==> src/rtl/afr_params.svh <==
// constants for the accumulator, flag and register file slice
`ifndef AFR_PARAMS_SVH
`define AFR_PARAMS_SVH
// ***************************************************
// data path
// ***************************************************
`define AFR_MSB 7
`define AFR_BYTE_ZERO 8'h00
`define AFR_BYTE_ONE 8'h01
`define AFR_SEC_CNT 6
`define AFR_SEL_MAIN 3'h6
`define AFR_IDX_PAGE 4
`define AFR_IDX_LOW 5
`define AFR_IN_PORTS 6
`define AFR_OUT_PORTS 8
`define AFR_PC_RESET 16'h0000
`define AFR_PC_ONE 16'h0001
// ***************************************************
// register bus map and fields
// ***************************************************
`define AFR_OFF_CTRL 8'h00
`define AFR_OFF_STAT 8'h04
`define AFR_OFF_BCDE 8'h08
`define AFR_OFF_HLPC 8'h0C
`define AFR_CTRL_RESET 1'b1
`define AFR_RESP_OKAY 2'h0
`define AFR_RESP_SLVERR 2'h2
`endif

==> src/rtl/afr_pkg.sv <==
// types shared by the accumulator, flag and register file slice
package afr_pkg;
   // ***************************************************
   // sequencer operations
   // ***************************************************
   typedef enum logic [3:0] {
      AFR_OP_NOP = 4'b0000,
      AFR_OP_ADD = 4'b0001,
      AFR_OP_SUB = 4'b0010,
      AFR_OP_ROL = 4'b0011,
      AFR_OP_ROR = 4'b0100,
      AFR_OP_ROL_C = 4'b0101,
      AFR_OP_ROR_C = 4'b0110,
      AFR_OP_INC = 4'b0111,
      AFR_OP_DEC = 4'b1000,
      AFR_OP_MEM_RD = 4'b1001,
      AFR_OP_MEM_WR = 4'b1010,
      AFR_OP_PORT_IN = 4'b1011,
      AFR_OP_PORT_OUT = 4'b1100,
      AFR_OP_LOAD = 4'b1101,
      AFR_OP_JUMP = 4'b1110,
      AFR_OP_SPARE = 4'b1111
   } afr_op_t;
endpackage

==> src/rtl/afr_datapath.sv <==
// accumulator, flags and register file datapath with an AXI4-Lite view
`timescale 1ns/1ps
`default_nettype none
`include "afr_params.svh"
module afr_datapath
   import afr_pkg::*;
#(
   parameter int AXI_AW = 8
)
(
   // clock and reset
   input wire logic clk,
   input wire logic rst_n,
   // sequencer
   input wire logic op_valid,
   input wire afr_op_t op_code,
   input wire logic [2:0] op_reg,
   input wire logic [7:0] op_data,
   input wire logic [2:0] op_port,
   input wire logic [15:0] op_addr,
   input wire logic fetch_step,
   output logic [15:0] fetch_addr,
   // memory
   output logic [15:0] mem_addr,
   output logic mem_rd,
   output logic mem_wr,
   output logic [7:0] mem_wdata,
   input wire logic [7:0] mem_rdata,
   // io ports
   input wire logic [47:0] in_port_data,
   output logic [7:0] out_port_data,
   output logic [7:0] out_port_strobe,
   // axi4-lite slave
   input wire logic [AXI_AW-1:0] s_awaddr,
   input wire logic s_awvalid,
   output logic s_awready,
   input wire logic [31:0] s_wdata,
   input wire logic [3:0] s_wstrb,
   input wire logic s_wvalid,
   output logic s_wready,
   output logic [1:0] s_bresp,
   output logic s_bvalid,
   input wire logic s_bready,
   input wire logic [AXI_AW-1:0] s_araddr,
   input wire logic s_arvalid,
   output logic s_arready,
   output logic [31:0] s_rdata,
   output logic [1:0] s_rresp,
   output logic s_rvalid,
   input wire logic s_rready
);
   // ***************************************************
   // state
   // ***************************************************
   logic [7:0] main_working_register_reg;
   logic [7:0] sec_reg [0:`AFR_SEC_CNT-1];
   logic carry_reg, sign_reg, zero_reg, parity_reg;
   logic [15:0] pc_reg;
   logic run_reg;
   logic rd_pend_reg;
   logic [2:0] rd_dest_reg;
   logic [15:0] mem_addr_reg;
   logic mem_rd_reg, mem_wr_reg;
   logic [7:0] mem_wdata_reg;
   logic [7:0] out_data_reg, out_strobe_reg;
   logic awready_reg, wready_reg, bvalid_reg, arready_reg, rvalid_reg;
   logic [1:0] bresp_reg, rresp_reg;
   logic [31:0] rdata_reg;
   logic [AXI_AW-1:0] awaddr_reg;
   logic [31:0] wdata_reg;
   logic [3:0] wstrb_reg;

   // ***************************************************
   // decode
   // ***************************************************
   wire take = op_valid && run_reg;
   wire [7:0] acc = main_working_register_reg;
   wire sec_ok = op_reg < `AFR_SEL_MAIN;
   wire [2:0] sidx = sec_ok ? op_reg : 3'h0;
   wire [7:0] sec_val = sec_reg[sidx];
   wire [7:0] sel_val = (op_reg == `AFR_SEL_MAIN) ? acc : (sec_ok ? sec_val : `AFR_BYTE_ZERO);
   wire [8:0] sum9 = {1'b0, acc} + {1'b0, op_data};
   wire [8:0] dif9 = {1'b0, acc} - {1'b0, op_data};
   wire [7:0] inc_val = sec_val + `AFR_BYTE_ONE;
   wire [7:0] dec_val = sec_val - `AFR_BYTE_ONE;
   wire [15:0] ptr_addr = {sec_reg[`AFR_IDX_PAGE], sec_reg[`AFR_IDX_LOW]};
   wire in_ok = op_port < 3'(`AFR_IN_PORTS);
   wire [7:0] in_sel = in_port_data[op_port*8 +: 8];
   wire do_add = take && op_code == AFR_OP_ADD;
   wire do_sub = take && op_code == AFR_OP_SUB;
   wire do_inc = take && op_code == AFR_OP_INC && sec_ok;
   wire do_dec = take && op_code == AFR_OP_DEC && sec_ok;
   wire do_mrd = take && op_code == AFR_OP_MEM_RD;
   wire do_mwr = take && op_code == AFR_OP_MEM_WR;
   wire do_in = take && op_code == AFR_OP_PORT_IN && in_ok;
   wire do_out = take && op_code == AFR_OP_PORT_OUT;
   wire do_load = take && op_code == AFR_OP_LOAD;
   wire do_jump = take && op_code == AFR_OP_JUMP;

   // ***************************************************
   // main register and flags
   // ***************************************************
   logic [7:0] acc_next;
   logic carry_next;
   logic szp_upd;
   always_comb
   begin
      acc_next = acc;
      carry_next = carry_reg;
      szp_upd = 1'b0;
      if (rd_pend_reg && rd_dest_reg == `AFR_SEL_MAIN)
      begin
         acc_next = mem_rdata;
      end
      else if (take)
      begin
         unique case (op_code)
            AFR_OP_ADD:
            begin
               acc_next = sum9[7:0];
               carry_next = sum9[8];
               szp_upd = 1'b1;
            end
            AFR_OP_SUB:
            begin
               acc_next = dif9[7:0];
               carry_next = dif9[8];
               szp_upd = 1'b1;
            end
            AFR_OP_ROL: acc_next = {acc[6:0], acc[`AFR_MSB]};
            AFR_OP_ROR: acc_next = {acc[0], acc[7:1]};
            AFR_OP_ROL_C:
            begin
               acc_next = {acc[6:0], carry_reg};
               carry_next = acc[`AFR_MSB];
            end
            AFR_OP_ROR_C:
            begin
               acc_next = {carry_reg, acc[7:1]};
               carry_next = acc[0];
            end
            AFR_OP_PORT_IN: acc_next = in_ok ? in_sel : acc;
            AFR_OP_LOAD: acc_next = (op_reg == `AFR_SEL_MAIN) ? op_data : acc;
            // increment and decrement never touch the main register
            AFR_OP_NOP, AFR_OP_INC, AFR_OP_DEC, AFR_OP_MEM_RD, AFR_OP_MEM_WR,
            AFR_OP_PORT_OUT, AFR_OP_JUMP, AFR_OP_SPARE: acc_next = acc;
         endcase
      end
   end

   // sign, zero and parity follow the add, subtract, increment or decrement result of this cycle
   wire [7:0] res_val = (do_inc) ? inc_val : (do_dec ? dec_val : acc_next);
   wire szp_any = szp_upd || do_inc || do_dec;

   always_ff @(posedge clk or negedge rst_n)
   begin
      if (!rst_n)
      begin
         main_working_register_reg <= `AFR_BYTE_ZERO;
         carry_reg <= 1'b0;
         sign_reg <= 1'b0;
         zero_reg <= 1'b0;
         parity_reg <= 1'b0;
      end
      else
      begin
         main_working_register_reg <= acc_next;
         carry_reg <= carry_next;
         if (szp_any)
         begin
            sign_reg <= res_val[`AFR_MSB];
            zero_reg <= (res_val == `AFR_BYTE_ZERO);
            parity_reg <= ~^res_val;
         end
      end
   end

   // ***************************************************
   // secondary registers
   // ***************************************************
   wire ret_sec = rd_pend_reg && rd_dest_reg < `AFR_SEL_MAIN;
   wire sec_we = ret_sec || do_inc || do_dec || (do_load && sec_ok);
   wire [2:0] sec_wi = ret_sec ? rd_dest_reg : sidx;
   wire [7:0] sec_wv = ret_sec ? mem_rdata : (do_inc ? inc_val : (do_dec ? dec_val : op_data));

   always_ff @(posedge clk or negedge rst_n)
   begin
      if (!rst_n)
      begin
         for (int i = 0; i < `AFR_SEC_CNT; i++)
         begin
            sec_reg[i] <= `AFR_BYTE_ZERO;
         end
      end
      else if (sec_we)
      begin
         sec_reg[sec_wi] <= sec_wv;
      end
   end

   // ***************************************************
   // program counter, memory and ports
   // ***************************************************
   always_ff @(posedge clk or negedge rst_n)
   begin
      if (!rst_n)
      begin
         pc_reg <= `AFR_PC_RESET;
         rd_pend_reg <= 1'b0;
         rd_dest_reg <= 3'h0;
         mem_addr_reg <= `AFR_PC_RESET;
         mem_rd_reg <= 1'b0;
         mem_wr_reg <= 1'b0;
         mem_wdata_reg <= `AFR_BYTE_ZERO;
         out_data_reg <= `AFR_BYTE_ZERO;
         out_strobe_reg <= `AFR_BYTE_ZERO;
      end
      else
      begin
         if (do_jump)
            pc_reg <= op_addr;
         else if (fetch_step)
            pc_reg <= pc_reg + `AFR_PC_ONE;
         rd_pend_reg <= mem_rd_reg;
         if (do_mrd)
            rd_dest_reg <= op_reg;
         if (do_mrd || do_mwr)
            mem_addr_reg <= ptr_addr;
         mem_rd_reg <= do_mrd;
         mem_wr_reg <= do_mwr;
         if (do_mwr)
            mem_wdata_reg <= sel_val;
         if (do_out)
            out_data_reg <= acc;
         out_strobe_reg <= do_out ? (`AFR_BYTE_ONE << op_port) : `AFR_BYTE_ZERO;
      end
   end

   // ***************************************************
   // axi4-lite slave
   // ***************************************************
   wire aw_hs = s_awvalid && awready_reg;
   wire w_hs = s_wvalid && wready_reg;
   wire wr_go = !awready_reg && !wready_reg && !bvalid_reg;
   wire wr_ctrl = awaddr_reg == AXI_AW'(`AFR_OFF_CTRL);
   wire ar_hs = s_arvalid && arready_reg;
   wire [31:0] stat_word = {20'h0, carry_reg, sign_reg, zero_reg, parity_reg, acc};
   wire [31:0] bcde_word = {sec_reg[0], sec_reg[1], sec_reg[2], sec_reg[3]};
   wire [31:0] hlpc_word = {pc_reg, sec_reg[`AFR_IDX_PAGE], sec_reg[`AFR_IDX_LOW]};
   wire rd_map = s_araddr == AXI_AW'(`AFR_OFF_CTRL) || s_araddr == AXI_AW'(`AFR_OFF_STAT)
      || s_araddr == AXI_AW'(`AFR_OFF_BCDE) || s_araddr == AXI_AW'(`AFR_OFF_HLPC);
   wire [31:0] rd_word = (s_araddr == AXI_AW'(`AFR_OFF_CTRL)) ? {31'h0, run_reg} :
      (s_araddr == AXI_AW'(`AFR_OFF_STAT)) ? stat_word :
      (s_araddr == AXI_AW'(`AFR_OFF_BCDE)) ? bcde_word :
      (s_araddr == AXI_AW'(`AFR_OFF_HLPC)) ? hlpc_word : 32'h0;

   always_ff @(posedge clk or negedge rst_n)
   begin
      if (!rst_n)
      begin
         awready_reg <= 1'b1;
         wready_reg <= 1'b1;
         bvalid_reg <= 1'b0;
         bresp_reg <= `AFR_RESP_OKAY;
         awaddr_reg <= '0;
         wdata_reg <= 32'h0;
         wstrb_reg <= 4'h0;
         run_reg <= `AFR_CTRL_RESET;
      end
      else
      begin
         if (aw_hs)
         begin
            awready_reg <= 1'b0;
            awaddr_reg <= s_awaddr;
         end
         if (w_hs)
         begin
            wready_reg <= 1'b0;
            wdata_reg <= s_wdata;
            wstrb_reg <= s_wstrb;
         end
         if (wr_go)
         begin
            bvalid_reg <= 1'b1;
            bresp_reg <= wr_ctrl ? `AFR_RESP_OKAY : `AFR_RESP_SLVERR;
            if (wr_ctrl && wstrb_reg[0])
               run_reg <= wdata_reg[0];
         end
         if (bvalid_reg && s_bready)
         begin
            bvalid_reg <= 1'b0;
            awready_reg <= 1'b1;
            wready_reg <= 1'b1;
         end
      end
   end

   always_ff @(posedge clk or negedge rst_n)
   begin
      if (!rst_n)
      begin
         arready_reg <= 1'b1;
         rvalid_reg <= 1'b0;
         rdata_reg <= 32'h0;
         rresp_reg <= `AFR_RESP_OKAY;
      end
      else
      begin
         if (ar_hs)
         begin
            arready_reg <= 1'b0;
            rvalid_reg <= 1'b1;
            rdata_reg <= rd_word;
            rresp_reg <= rd_map ? `AFR_RESP_OKAY : `AFR_RESP_SLVERR;
         end
         else if (rvalid_reg && s_rready)
         begin
            rvalid_reg <= 1'b0;
            arready_reg <= 1'b1;
         end
      end
   end

   // ***************************************************
   // outputs
   // ***************************************************
   assign fetch_addr = pc_reg;
   assign mem_addr = mem_addr_reg;
   assign mem_rd = mem_rd_reg;
   assign mem_wr = mem_wr_reg;
   assign mem_wdata = mem_wdata_reg;
   assign out_port_data = out_data_reg;
   assign out_port_strobe = out_strobe_reg;
   assign s_awready = awready_reg;
   assign s_wready = wready_reg;
   assign s_bvalid = bvalid_reg;
   assign s_bresp = bresp_reg;
   assign s_arready = arready_reg;
   assign s_rvalid = rvalid_reg;
   assign s_rdata = rdata_reg;
   assign s_rresp = rresp_reg;

   // ***************************************************
   // assertions
   // ***************************************************
   a_carry_arith: assert property (@(posedge clk) disable iff (!rst_n)
      (do_add && !rd_pend_reg) |=> carry_reg == $past(sum9[8]) && acc == $past(sum9[7:0]))
      else $error("carry or sum wrong after add");
   a_rot_nine: assert property (@(posedge clk) disable iff (!rst_n)
      (take && op_code == AFR_OP_ROR_C && !rd_pend_reg)
      |=> {acc, carry_reg} == $past({carry_reg, acc}))
      else $error("nine bit rotate wrong");
   a_sign_zero: assert property (@(posedge clk) disable iff (!rst_n)
      (do_sub && !rd_pend_reg) |=> sign_reg == acc[7] && zero_reg == (acc == 8'h00))
      else $error("sign or zero flag disagrees with result");
   a_parity_flag: assert property (@(posedge clk) disable iff (!rst_n)
      (do_add && !rd_pend_reg) |=> parity_reg == ~^acc)
      else $error("parity flag disagrees with result");
   a_inc_flags: assert property (@(posedge clk) disable iff (!rst_n)
      do_inc |=> zero_reg == ($past(inc_val) == 8'h00) && sign_reg == $past(inc_val[7]))
      else $error("increment flags wrong");
   a_incdec_carry: assert property (@(posedge clk) disable iff (!rst_n)
      (do_inc || do_dec) |=> $stable(carry_reg))
      else $error("carry changed on increment or decrement");
   a_ptr_addr: assert property (@(posedge clk) disable iff (!rst_n)
      (do_mrd || do_mwr) |=> mem_addr == $past(ptr_addr) && (mem_rd || mem_wr))
      else $error("pointer address wrong");
   a_port_out: assert property (@(posedge clk) disable iff (!rst_n)
      do_out |=> out_port_data == $past(acc) && out_port_strobe == (8'h01 << $past(op_port))
      ##1 out_port_strobe == 8'h00 || $past(do_out))
      else $error("output port transfer wrong");
   a_port_in: assert property (@(posedge clk) disable iff (!rst_n)
      (do_in && !rd_pend_reg) |=> acc == $past(in_sel))
      else $error("input port not loaded into main register");
   a_pc_step: assert property (@(posedge clk) disable iff (!rst_n)
      (fetch_step && !do_jump) |=> fetch_addr == $past(pc_reg) + 16'h0001)
      else $error("program counter did not step");
endmodule
`default_nettype wire

==> config.mk <==
export PLATFORM = sky130hd
export DESIGN_NAME = afr_datapath
export DESIGN_NICKNAME = d
export VERILOG_FILES = /design/src/rtl/afr_pkg.sv /design/src/rtl/afr_datapath.sv
export VERILOG_INCLUDE_DIRS = /design/src /design/src/rtl
export SDC_FILE = /design/constraint.sdc
export NUM_CORES = 1
export LEC_CHECK = 0
export BUFFER_PORTS_ARGS = -buffer_cell sky130_fd_sc_hd__buf_2
export CAP_MARGIN = 20
export CORE_MARGIN = 2
export CORE_UTILIZATION = 59
export DETAILED_ROUTE_END_ITERATION = 6
export PLACE_DENSITY = 0.92
export SLEW_MARGIN = 10
export SYNTH_ARGS = -nofsm -noshare
export SYNTH_HDL_FRONTEND = slang
export SYNTH_SLANG_ARGS = --single-unit
==> constraint.sdc <==
create_clock -name clk -period 9.23 [get_ports clk]
set_input_delay 0 -clock clk [delete_from_list [all_inputs] [get_ports clk]]
set_output_delay 0 -clock clk [all_outputs]
set_load 0.02 [all_outputs]
==> results of run 1 <==
-- placed cells by master (no fill, tap or decap), drive strengths merged, types with 16 or more instances in the layout --
master       netlist  final
a21oi             44     44
inv               34     41
a31oi             33     33
mux2i             82     82
nor2              47     47
dfrtp            168    168
nor3              27     27
a22oi             17     17
ha                23     23
nand2b            25     25
clkbuf            49     19
mux2              70     70
buf               37    223
xor2              16     16
nand2            136    136
dlygate4sd3        0     47
o21ai             99     99
-- area by class of cell --
| class | count | area share [%] |
|---|---|---|
| multi-input cells | 813 | 45.7 |
| well taps | 229 | 2.23 |
| flip-flops and latches | 172 | 33.6 |
| diodes | 1 | 0.0195 |
| clock inverters | 13 | 1.02 |
| clock buffers | 19 | 3.53 |
| repair buffers | 270 | 12.8 |
| inverters | 36 | 1.05 |
-- what timing repair did --
item,4_1_cts,5_1_grt
resized for setup,0,0
hold buffers,47,0
endpoints found under the hold margin,130,0
-- per-layer routing --
metal  GRT usage [%]  wire length (um)  vias up
met5               0                 0        -
met4            17.6              1680        0
met3            8.87              4090      155
met2            53.0             15100      753
met1            48.0             13200     4756
li1                -                 -     4410
-- metrics by stage --
| step | instances | utilization (%) | setup slack, ns | hold WS (ns) | instance area, um^2 |
|---|---|---|---|---|---|
| floorplan | 1107 | - | 6.24 | -0.296 | 10700 |
| global placement | 1467 | 65.3 | 5.50 | 0.110 | 11700 |
| detailed placement | 1468 | 65.4 | 5.47 | 0.112 | 11700 |
| CTS | 1547 | 71.3 | 5.46 | 0.0101 | 12800 |
| global route | 1552 | 71.6 | 5.10 | 0.0305 | 12800 |
| finish | 1553 | 71.7 | 5.35 | 0.0527 | 12800 |
-- power by group through the flow --
stage	Sequential [mW]	Combinational [mW]	Clock, mW
2_1_floorplan	0.942	0.552	0
3_3_place_gp	0.974	0.720	0
3_5_place_dp	0.979	0.737	0
4_1_cts	0.965	0.784	0.724
5_1_grt	0.986	0.893	0.762
6_report	0.979	0.827	0.729
-- worst max path at each step --
stage	start	end	slack (ns)	cells after the start
6_report	acc[0]	parity_reg	5.35	14
5_1_grt	acc[0]	parity_reg	5.10	14
4_1_cts	acc[0]	parity_reg	5.46	14
3_5_place_dp	op_reg[0]	parity_reg	5.47	12
3_3_place_gp	op_reg[0]	parity_reg	5.50	12
2_1_floorplan	acc[0]	parity_reg	6.24	14
-- cell usage after synthesis (all sizes together), types with 5 or more instances --
| library cell | n | area (um^2) |
|---|---|---|
| ha | 23 | 288 |
| mux2i | 82 | 821 |
| o21ai | 99 | 495 |
| a21boi | 7 | 52.6 |
| or4 | 5 | 37.5 |
| or3 | 8 | 50.1 |
| mux4 | 15 | 338 |
| a211oi | 9 | 72.6 |
| xnor2 | 14 | 123 |
| nor4 | 10 | 83.8 |
| dfrtp | 168 | 4200 |
| or2 | 6 | 37.5 |
| xor2 | 16 | 140 |
| nand2b | 25 | 156 |
| a22oi | 17 | 148 |
| o211ai | 10 | 88.8 |
| nor3 | 27 | 135 |
| nand2 | 136 | 510 |
| inv | 34 | 128 |
| a31oi | 33 | 206 |
| and3 | 6 | 37.5 |
| mux2 | 70 | 788 |
| and2 | 7 | 43.8 |
| o22ai | 5 | 31.3 |
| a21oi | 44 | 224 |
| buf | 37 | 259 |
| nand3 | 10 | 50.1 |
| nor2b | 12 | 75.1 |
| clkbuf | 49 | 184 |
| nor2 | 47 | 186 |
| nand4 | 7 | 43.8 |
-- logic make-up (layout without fill, tap and decap cells) --
group / count (synthesis) / in the layout / synth area share (%)
flops: 172 / 172 / 40.1
fa+ha+maj: 27 / 27 / 3.24
buf+inv: 122 / 338 / 5.38
compound gates: 265 / 265 / 15.8
xor+xnor: 30 / 30 / 2.45
other cells: 1 / 3 / 0.0349
simple gates: 322 / 322 / 14.8
mux: 167 / 167 / 18.1
==> metrics.md, run 1 <==
| Metric | Value |
|---|---|
| Status | `complete, no violations` |
| DRC | `0` |
| Sw Ratio | `37.4%` |
| Antenna violations before repair | `0` |
| Crit-path cells | `inv_1 -> ha_1 -> fa_1 -> nor2b_1 -> o21ai_0 -> a21boi_0 -> nor3_1 -> a2111oi_0 -> o211ai_1 -> a21boi_1 -> ha_1 -> xor2_1 -> xnor2_1 -> o21ai_0` |
| Fin. max-slew vios | `0` |
| Area of the multi-input gates | `5860 um^2` |
| Overall power | `2.54 mW` |
| Final Wtd Congestion | `1.00` |
| Critical Path RT | `9.55 ns` |
| Std-Cell Core Area | `17900 um^2` |
| Die height | `139 um` |
| Power share of the combinational group | `32.6%` |
| Cells on Worst Hold Path | `2` |
| Asr flop ratio synth | `100%` |
| CP top delay family | `compound AO/OA/AOI/OAI gates` |
| Mapped Cells | `1106` |
| Max_cap viols | `0` |
| Worst relative slew slack | `32.4%` |
| Avg WL per Cell | `22.0 um` |
| # setup viols final | `0` |
| Pwr dens | `198 nW/um^2` |
| Vias in the first global route | `9863` |
| Largest net degree at the start of global routing | `90` |
| Reg-to-reg startpoint | `acc[0]` |
| PortBufs | `213` |
| Net Sw Power | `0.948 mW` |
| CTS tree | `built` |
| Die width | `139 um` |
| Reg2Reg Setup Slack | `5.35 ns` |
| Slowest stage delay, CP | `0.58 ns` |
| Setup CP Type | `reg -> reg` |
| Setup_tns | `0 ns` |
| RSZ-0062 raised after global routing | `false` |
| Reg clk slew, reported paths | `0.07 ns` |
| Std cell rows | `49` |
| Post-Syn Area | `10700 um^2` |
| Kind of end point of the critical path | `register` |
| Warnings from Yosys | `0` |
| DRT Wirelength | `34.1 mm` |
| Final nets | `1486` |
| Layout cells sized above 1 | `27.4%` |
| Ys flop type | `dfrtp_1` |
| Worst Tran Pin Value | `1.00 ns` |
| Period minus WS final | `3.88 ns` |
| TritonCTS Buffers | `17` |
| Die area | `19300 um^2` |
| Hold_sp | `op_reg[1]` |
| Mean Syn Cell Area | `9.71 um^2` |
| Slowest cell on crit path | `dfrtp_1` |
| R2R depth | `14` |
| HP Class | `in -> reg` |
| Placed wire-length estimate | `23.1 mm` |
| Endpoint arrival time on the critical path | `4.20 ns` |
| Worst Hold End | `rd_dest_reg[1]` |
| CP Buf/Inv Count | `1` |
| Gr usage total | `35.3%` |
| Initial DRC Count | `1287` |
| Clock Root Buffer | `clkbuf_16` |
| Sink Count | `172` |
| DR pass1 iterations | `6` |
| FF-to-FF End | `parity_reg` |
| Clock tree buffer depth | `2` |
| Post-synthesis sequential area ratio | `40.1%` |
| Critical path launch point type | `register` |
| # IOs | `250` |
| Pleak | `6.20 nW` |
| Flop pwr share | `38.6%` |
| Final Skew | `0.0159 ns` |
| #FFs+latches synth | `172` |
| Area Growth Syn to Fin | `19.4%` |
| Final Cycle Share | `42.0%` |
| # fillers | `1259` |
| Via count | `10074` |
| DR vias/cell | `6.49` |
| Initial Util | `60.0%` |
| H-tree depth | `4` |
| Fmax achieved | `0.258 GHz` |
| VDD IR max | `0.203 mV` |
| Grt ovf | `0` |
| Antenna-violating nets left | `0` |
| CP Max Fanout | `8` |
| Clock power frac | `28.8%` |
| Worst-Skew Late Latency | `0.45 ns` |
| Number of synthesized flops with an enable pin | `0` |
| Yosys cell types | `85` |
| Fin. Hold Viols | `0` |
| First-pass GRT wire length | `53.8 mm` |
| Sequential cell area | `4310 um^2` |
| Post-CTS setup buffers | `0` |
| Int Pwr | `1.59 mW` |
Note: power is estimated with default switching activity, not from simulation.
==> inputs of run 2 (changes only) <==
- CORE_UTILIZATION: 59 -> 50
- PLACE_DENSITY: 0.92 -> 0.84
- clock period: 9.23 -> 3.4 ns (I/O delays scaled with it)
==> run 2 against run 1 <==
Sequential power grew to 2.6 times the previous value. Largest cell class unchanged. Non-clock buffer count is 50 higher. Final area is 3.5% higher. Largest power group unchanged. Critical path depth stayed put. Final cell count is 6.1% higher. First-iteration DRC count is 17% lower. Critical endpoint unchanged. Die area is 17% higher. Sequential cell count stayed put. Count of clock-buffer cells in the layout is 1 lower. Fmax is 22% higher. Clock skew is 0.0056 ns lower. Routed wire length is 3.0% higher.
==> metrics.md, run 2 (synthesized netlist as in run 1, its figures left out) <==
| Metric | Value |
|---|---|
| Most common cell after layout, fill and taps aside | `buf_2` |
| Pwr dens | `522 nW/um^2 (+160%)` |
| Area Growth Syn to Fin | `23.5%` |
| Clock tree buffer depth | `2 (unchanged)` |
| TritonCTS Buffers | `17 (unchanged)` |
| Worst-Skew Late Latency | `0.43 ns (-0.02 ns)` |
| Die area | `22700 um^2 (+17%)` |
| Post-DP Area | `12200 um^2 (+4.3%)` |
| Std cell rows | `53 (+8.2%)` |
| Fin. Hold Viols | `0 (unchanged)` |
| Die width | `151 um (+8.4%)` |
| Sequential cell area | `4310 um^2 (unchanged)` |
| Layout cells sized above 1 | `30.1% (+2.7 points)` |
| Reg clk slew, reported paths | `0.07 ns (about the same)` |
| First-pass GRT wire length | `53.4 mm (-0.64%)` |
| Design Area, Final | `13300 um^2 (+3.5%)` |
| Period minus WS final | `3.18 ns (-0.700 ns)` |
| Post-layout util | `62.9% (-8.7 points)` |
| Most frequent cells in the layout | `212 x buf_2, 168 x dfrtp_1, 136 x nand2_1, 98 x o21ai_0, 82 x mux2i_1` |
| Placed wire-length estimate | `25.2 mm (+9.2%)` |
| # fillers | `1712 (+36%)` |
| Final nets | `1536 (+3.4%)` |
| DRC | `0 (unchanged)` |
| Post-CTS setup buffers | `0 (unchanged)` |
| Critical Path RT | `3.71 ns (-5.84 ns)` |
| Avg WL per Cell | `21.3 um (-2.9%)` |
| Initial DRC Count | `1071 (-17%)` |
| CP Max Fanout | `3 (-5)` |
| Final Wtd Congestion | `0.974 (-2.6%)` |
| Final Cycle Share | `93.6% (+52 points)` |
| Gr usage total | `31.0% (-4.3 points)` |
| Antenna-violating nets left | `0 (unchanged)` |
| # IOs | `250 (unchanged)` |
| Overall power | `6.93 mW (+170%)` |
| RSZ-0062 raised after global routing | `false` |
| Std-Cell Core Area | `21100 um^2 (+18%)` |
| Endpoint arrival time on the critical path | `3.49 ns (-0.71 ns)` |
| Final Skew | `0.0103 ns (-0.00559 ns)` |
| Max_cap viols | `0 (unchanged)` |
| Area of the multi-input gates | `5870 um^2 (about the same)` |
| Kind of end point of the critical path | `register` |
| Min Hold Slack | `0.0727 ns (+0.0200 ns)` |
| Grt ovf | `0 (unchanged)` |
| Sink Count | `172 (unchanged)` |
| Fmax achieved | `0.314 GHz (+22%)` |
| Setup_tns | `0 ns (unchanged)` |
| H-tree depth | `4 (unchanged)` |
| Vias in the first global route | `9500 (-3.7%)` |
| Die height | `151 um (+8.4%)` |
| Worst Tran Pin Value | `0.861 ns (-0.142 ns)` |
| Antenna violations before repair | `1 (+1)` |
| # setup viols final | `0 (unchanged)` |
| Via count | `9999 (-0.74%)` |
| Status | `complete, no violations` |
| HP Class | `in -> reg` |
| VDD IR max | `0.360 mV (+77%)` |
| Largest net degree at the start of global routing | `77 (-14%)` |
| Fin. max-slew vios | `0 (unchanged)` |
| DR pass1 iterations | `6 (unchanged)` |
| Critical path launch point type | `register` |
| Setup CP Type | `reg -> reg` |
| Pleak | `6.43 nW (+3.7%)` |
| PortBufs | `213 (unchanged)` |
| CTS tree | `built` |
| DRT Wirelength | `35.1 mm (+3.0%)` |
| Initial Util | `50.9% (-9.1 points)` |
| Worst relative slew slack | `42.5% (+10 points)` |
| Clock Root Buffer | `clkbuf_16` |
| DR vias/cell | `6.07 (-6.5%)` |
run 2: cell types whose count changed in the layout (fill, tap and decap cells not counted), moves of 2 or more:
cell,delta
clkinv_2,-2
clkinvlp_4,+3
buf_12,+2
buf_4,+52
run 2: area by class of cell:
cell class	instances	share of cell area, %
clock inverter	13	1.18
antenna	1	0.0189
inverter	36	1.02
clock buffer	18	3.31
tap	275	2.59
timing repair buffer	320	15.2
multi-input combinational	813	44.2
sequential	172	32.5
run 2: worst max-delay path, cell delays in order, from the launching register on:
cell and delay, ns:
dfrtp_1 0.37, inv_1 0.08, ha_1 0.21, fa_1 0.39
nor2b_1 0.13, or3_1 0.31, a311o_1 0.35, o211ai_1 0.09
a21oi_1 0.09, nor2_1 0.16, a222oi_1 0.14, ha_1 0.34
xor2_1 0.18, xnor2_1 0.13, o21ai_0 0.08
run 2: worst paths after layout:
check,slack (ns),depth (start not counted),end,startpoint
setup reg to reg,0.22,14,parity_reg,acc[0]
hold / removal,0.07,2,rd_dest_reg[1],op_reg[1]
hold reg to reg,0.39,0,rd_pend_reg,mem_rd
setup / recovery,0.22,14,parity_reg,acc[0]
max in group asynchronous,2.31,3,mem_wdata[5],rst_n
min in group asynchronous,0.20,2,fetch_addr[11],rst_n
run 2: routing by layer:
layer / vias to the layer above / global-route usage, % / part of all wire [%]
met5: - / 0 / 0
met4: 0 / 10.5 / 3.0
met3: 91 / 6.94 / 9.8
met2: 544 / 48.3 / 46
met1: 4878 / 43.0 / 41
li1: 4486 / - / -
run 2: what timing repair did:
| item | in CTS | in global routing |
|---|---|---|
| hold buffers | 47 | 0 |
| setup endpoints to repair | 0 | 1 |
| hold endpoints to repair | 114 | 0 |
| gates resized for setup | 0 | 2 |
run 2: power breakdown:
group | leakage (nW) | switching (mW) | internal, mW
sequential | 2.32 | 0.259 | 2.30
clock | 0.280 | 0.871 | 1.12
combinational | 3.83 | 1.35 | 1.04
run 2: metrics by stage:
| stage | cells | setup slack [ns] |
|---|---|---|
| final | 1648 | 0.219 |
| after global routing | 1648 | 0.000268 |
| after CTS | 1647 | 0.161 |
| after detailed placement | 1569 | 0.191 |
| after global placement | 1569 | 0.273 |
| after floorplan | 1107 | 0.413 |
==> inputs of run 3 (changes only) <==
- CORE_UTILIZATION: 50 -> 30
- PLACE_DENSITY: 0.84 -> 0.57
==> run 3 against run 2 <==
Global-route usage is 11 points lower. Sequential cell count stayed put. Die area is 65% higher. First-iteration DRC count is 44% lower. Critical endpoint unchanged. Setup slack worse by 0.022 ns. Core utilization is 24 points lower. Via count is 3.6% lower. Power is 3.4% higher. Clock skew is 0.0052 ns higher. Sequential share of layout area is 0.88 points lower. Routed wire length is 4.6% higher.
==> metrics.md, run 3 (synthesized netlist as in run 1, its figures left out) <==
| Metric | Value |
|---|---|
| Cells on Worst Hold Path | `2 (unchanged)` |
| Flop pwr share | `35.5% (-1.4 points)` |
| # setup viols final | `0 (unchanged)` |
| Critical Path RT | `3.71 ns (about the same)` |
| Reg-to-reg startpoint | `acc[0]` |
| Diode count | `0 (-1)` |
| Fin. Hold Viols | `0 (unchanged)` |
| Fin. max-slew vios | `0 (unchanged)` |
| H-tree depth | `4 (unchanged)` |
| Hold_sp | `op_port[2]` |
| Gr usage total | `19.6% (-11 points)` |
| CP top delay family | `adder cells` |
| Slowest cell on crit path | `dfrtp_1` |
| Power share of the combinational group | `34.1% (-0.3 points)` |
| FF-to-FF End | `parity_reg` |
| Final Skew | `0.0155 ns (+0.00524 ns)` |
| Worst Tran Pin Value | `0.884 ns (+0.0227 ns)` |
| Design Area, Final | `13600 um^2 (+2.8%)` |
| Status | `complete, no violations` |
| Endpoint arrival time on the critical path | `3.51 ns (+0.02 ns)` |
| Sink Count | `172 (unchanged)` |
| Clock power frac | `30.4% (+1.7 points)` |
| First-pass GRT wire length | `57.6 mm (+7.8%)` |
| Sw Ratio | `35.9% (+0.11 points)` |
| Final Cycle Share | `94.2% (+0.65 points)` |
| Pre-CTS worst setup slack | `0.201 ns (+0.0101 ns)` |
| Initial DRC Count | `600 (-44%)` |
| Kind of end point of the critical path | `register` |
| Most frequent cells in the layout | `212 x buf_2, 167 x dfrtp_1, 136 x nand2_1, 97 x o21ai_0, 82 x mux2i_1` |
| Die area | `37300 um^2 (+65%)` |
| Slowest stage delay, CP | `0.39 ns (about the same)` |
| # fillers | `3543 (+110%)` |
| DRC | `0 (unchanged)` |
| DR pass1 iterations | `6 (unchanged)` |
| Final worst slack | `0.197 ns (-0.0223 ns)` |
| # IOs | `250 (unchanged)` |
| Antenna-violating nets left | `0 (unchanged)` |
| Int Pwr | `4.59 mW (+3.3%)` |
| Pwr dens | `525 nW/um^2 (+0.59%)` |
| Critical path launch point type | `register` |
| HP Class | `in -> reg` |
| Crit-path cells | `inv_1 -> ha_1 -> fa_1 -> nor2b_1 -> or3_1 -> a311o_1 -> o211ai_1 -> a21oi_1 -> nor2_1 -> a222oi_1 -> ha_1 -> xor2_1 -> xnor2_1 -> o21ai_0` |
| Avg WL per Cell | `19.9 um (-6.7%)` |
| Antenna violations before repair | `1 (unchanged)` |
| Largest net degree at the start of global routing | `83 (+7.8%)` |
| Vias in the first global route | `9605 (+1.1%)` |
| Die width | `193 um (+28%)` |
| CP Max Fanout | `4 (+1)` |
| Initial Util | `30.3% (-21 points)` |
| Std cell rows | `69 (+30%)` |
| Reg2Reg Setup Slack | `0.20 ns (-0.02 ns)` |
| Fmax achieved | `0.312 GHz (-0.70%)` |
| Via count | `9636 (-3.6%)` |
| Placed wire-length estimate | `28.0 mm (+11%)` |
| Clock tree buffer depth | `2 (unchanged)` |
| Std-Cell Core Area | `35400 um^2 (+68%)` |
| RSZ-0062 raised after global routing | `false` |
| VDD IR max | `0.336 mV (-6.5%)` |
| Crit path top cell by count | `ha_1` |
| PortBufs | `213 (unchanged)` |
| Die height | `193 um (+28%)` |
| Max_cap viols | `0 (unchanged)` |
| TritonCTS Buffers | `17 (unchanged)` |
| Worst Hold End | `out_port_strobe[2]` |
| Worst relative slew slack | `40.9% (-1.5 points)` |
| Area Growth Syn to Fin | `27.0%` |
| Final Wtd Congestion | `0.895 (-8.2%)` |
| Clock Root Buffer | `clkbuf_16` |
| Pleak | `6.52 nW (+1.5%)` |
| DR vias/cell | `5.22 (-14%)` |
| Setup_tns | `0 ns (unchanged)` |
| Reg clk slew, reported paths | `0.07 ns (about the same)` |
| Worst-Skew Late Latency | `0.44 ns (about the same)` |
| Grt ovf | `0 (unchanged)` |
| Post-DP Area | `12500 um^2 (+2.5%)` |
| DRT Wirelength | `36.7 mm (+4.6%)` |
| Final nets | `1548 (+0.78%)` |
| CTS tree | `built` |
| R2R depth | `14 (unchanged)` |
| Most common cell after layout, fill and taps aside | `buf_2` |
| Period minus WS final | `3.20 ns (+0.0223 ns)` |
| Layout cells sized above 1 | `31.0% (+0.87 points)` |
| CP Buf/Inv Count | `1 (unchanged)` |
| Net Sw Power | `2.57 mW (+3.7%)` |
| Setup CP Type | `reg -> reg` |
==> run 3: area by class of cell <==
| cell class | instances | area (um^2) | area share, % |
|---|---|---|---|
| clock buffer | 18 | 439 | 3.22 |
| sequential | 172 | 4310 | 31.6 |
| inverter | 36 | 135 | 0.990 |
| multi-input combinational | 813 | 5880 | 43.1 |
| timing repair buffer | 332 | 2090 | 15.3 |
| tap | 461 | 577 | 4.23 |
| clock inverter | 14 | 218 | 1.60 |
==> run 3: worst max-delay path by stage <==
stage,cells after the start,endpoint,slack (ns),startpoint
CTS,15,parity_reg,0.17,acc[0]
finish,14,parity_reg,0.20,acc[0]
floorplan,14,parity_reg,0.41,acc[0]
detailed placement,12,parity_reg,0.20,op_reg[0]
global route,12,parity_reg,0.009,acc[2]
global placement,12,parity_reg,0.22,op_reg[0]
==> run 3: what timing repair did <==
action / 4_1_cts / 5_1_grt
hold buffers: 46 / 0
setup endpoints to repair: 0 / 1
endpoints found under the hold margin: 98 / 0
buffers inserted: 0 / 1
gates resized for setup: 0 / 6
==> run 3: per-stage QoR <==
| stage | hold slack (ns) | util, % | power, mW | std cells |
|---|---|---|---|---|
| 6_report | 0.0389 | 38.6 | 7.17 | 1846 |
| 5_1_grt | 0.0613 | 38.6 | 7.57 | 1846 |
| 4_1_cts | 0.00544 | 38.5 | 7.21 | 1845 |
| 3_5_place_dp | 0.0229 | 35.3 | 4.90 | 1767 |
| 3_3_place_gp | 0.0241 | 35.3 | 4.88 | 1767 |
| 2_1_floorplan | -0.296 | - | 4.06 | 1107 |
==> run 3: power by group through the flow <==
stage | combinational [mW] | sequential (mW) | clock (mW)
after floorplan | 1.50 | 2.56 | 0
after global placement | 2.30 | 2.58 | 0
after detailed placement | 2.32 | 2.59 | 0
after CTS | 2.42 | 2.55 | 2.25
after global routing | 2.67 | 2.58 | 2.31
final | 2.44 | 2.54 | 2.18
==> run 3: per-layer routing <==
layer	global-route usage, %	routed length (um)	vias to the layer above
li1	-	-	4522
met2	30.8	16900	299
met4	6.50	844	2
met3	3.19	2100	52
met1	27.6	16900	4761
met5	0	7	-
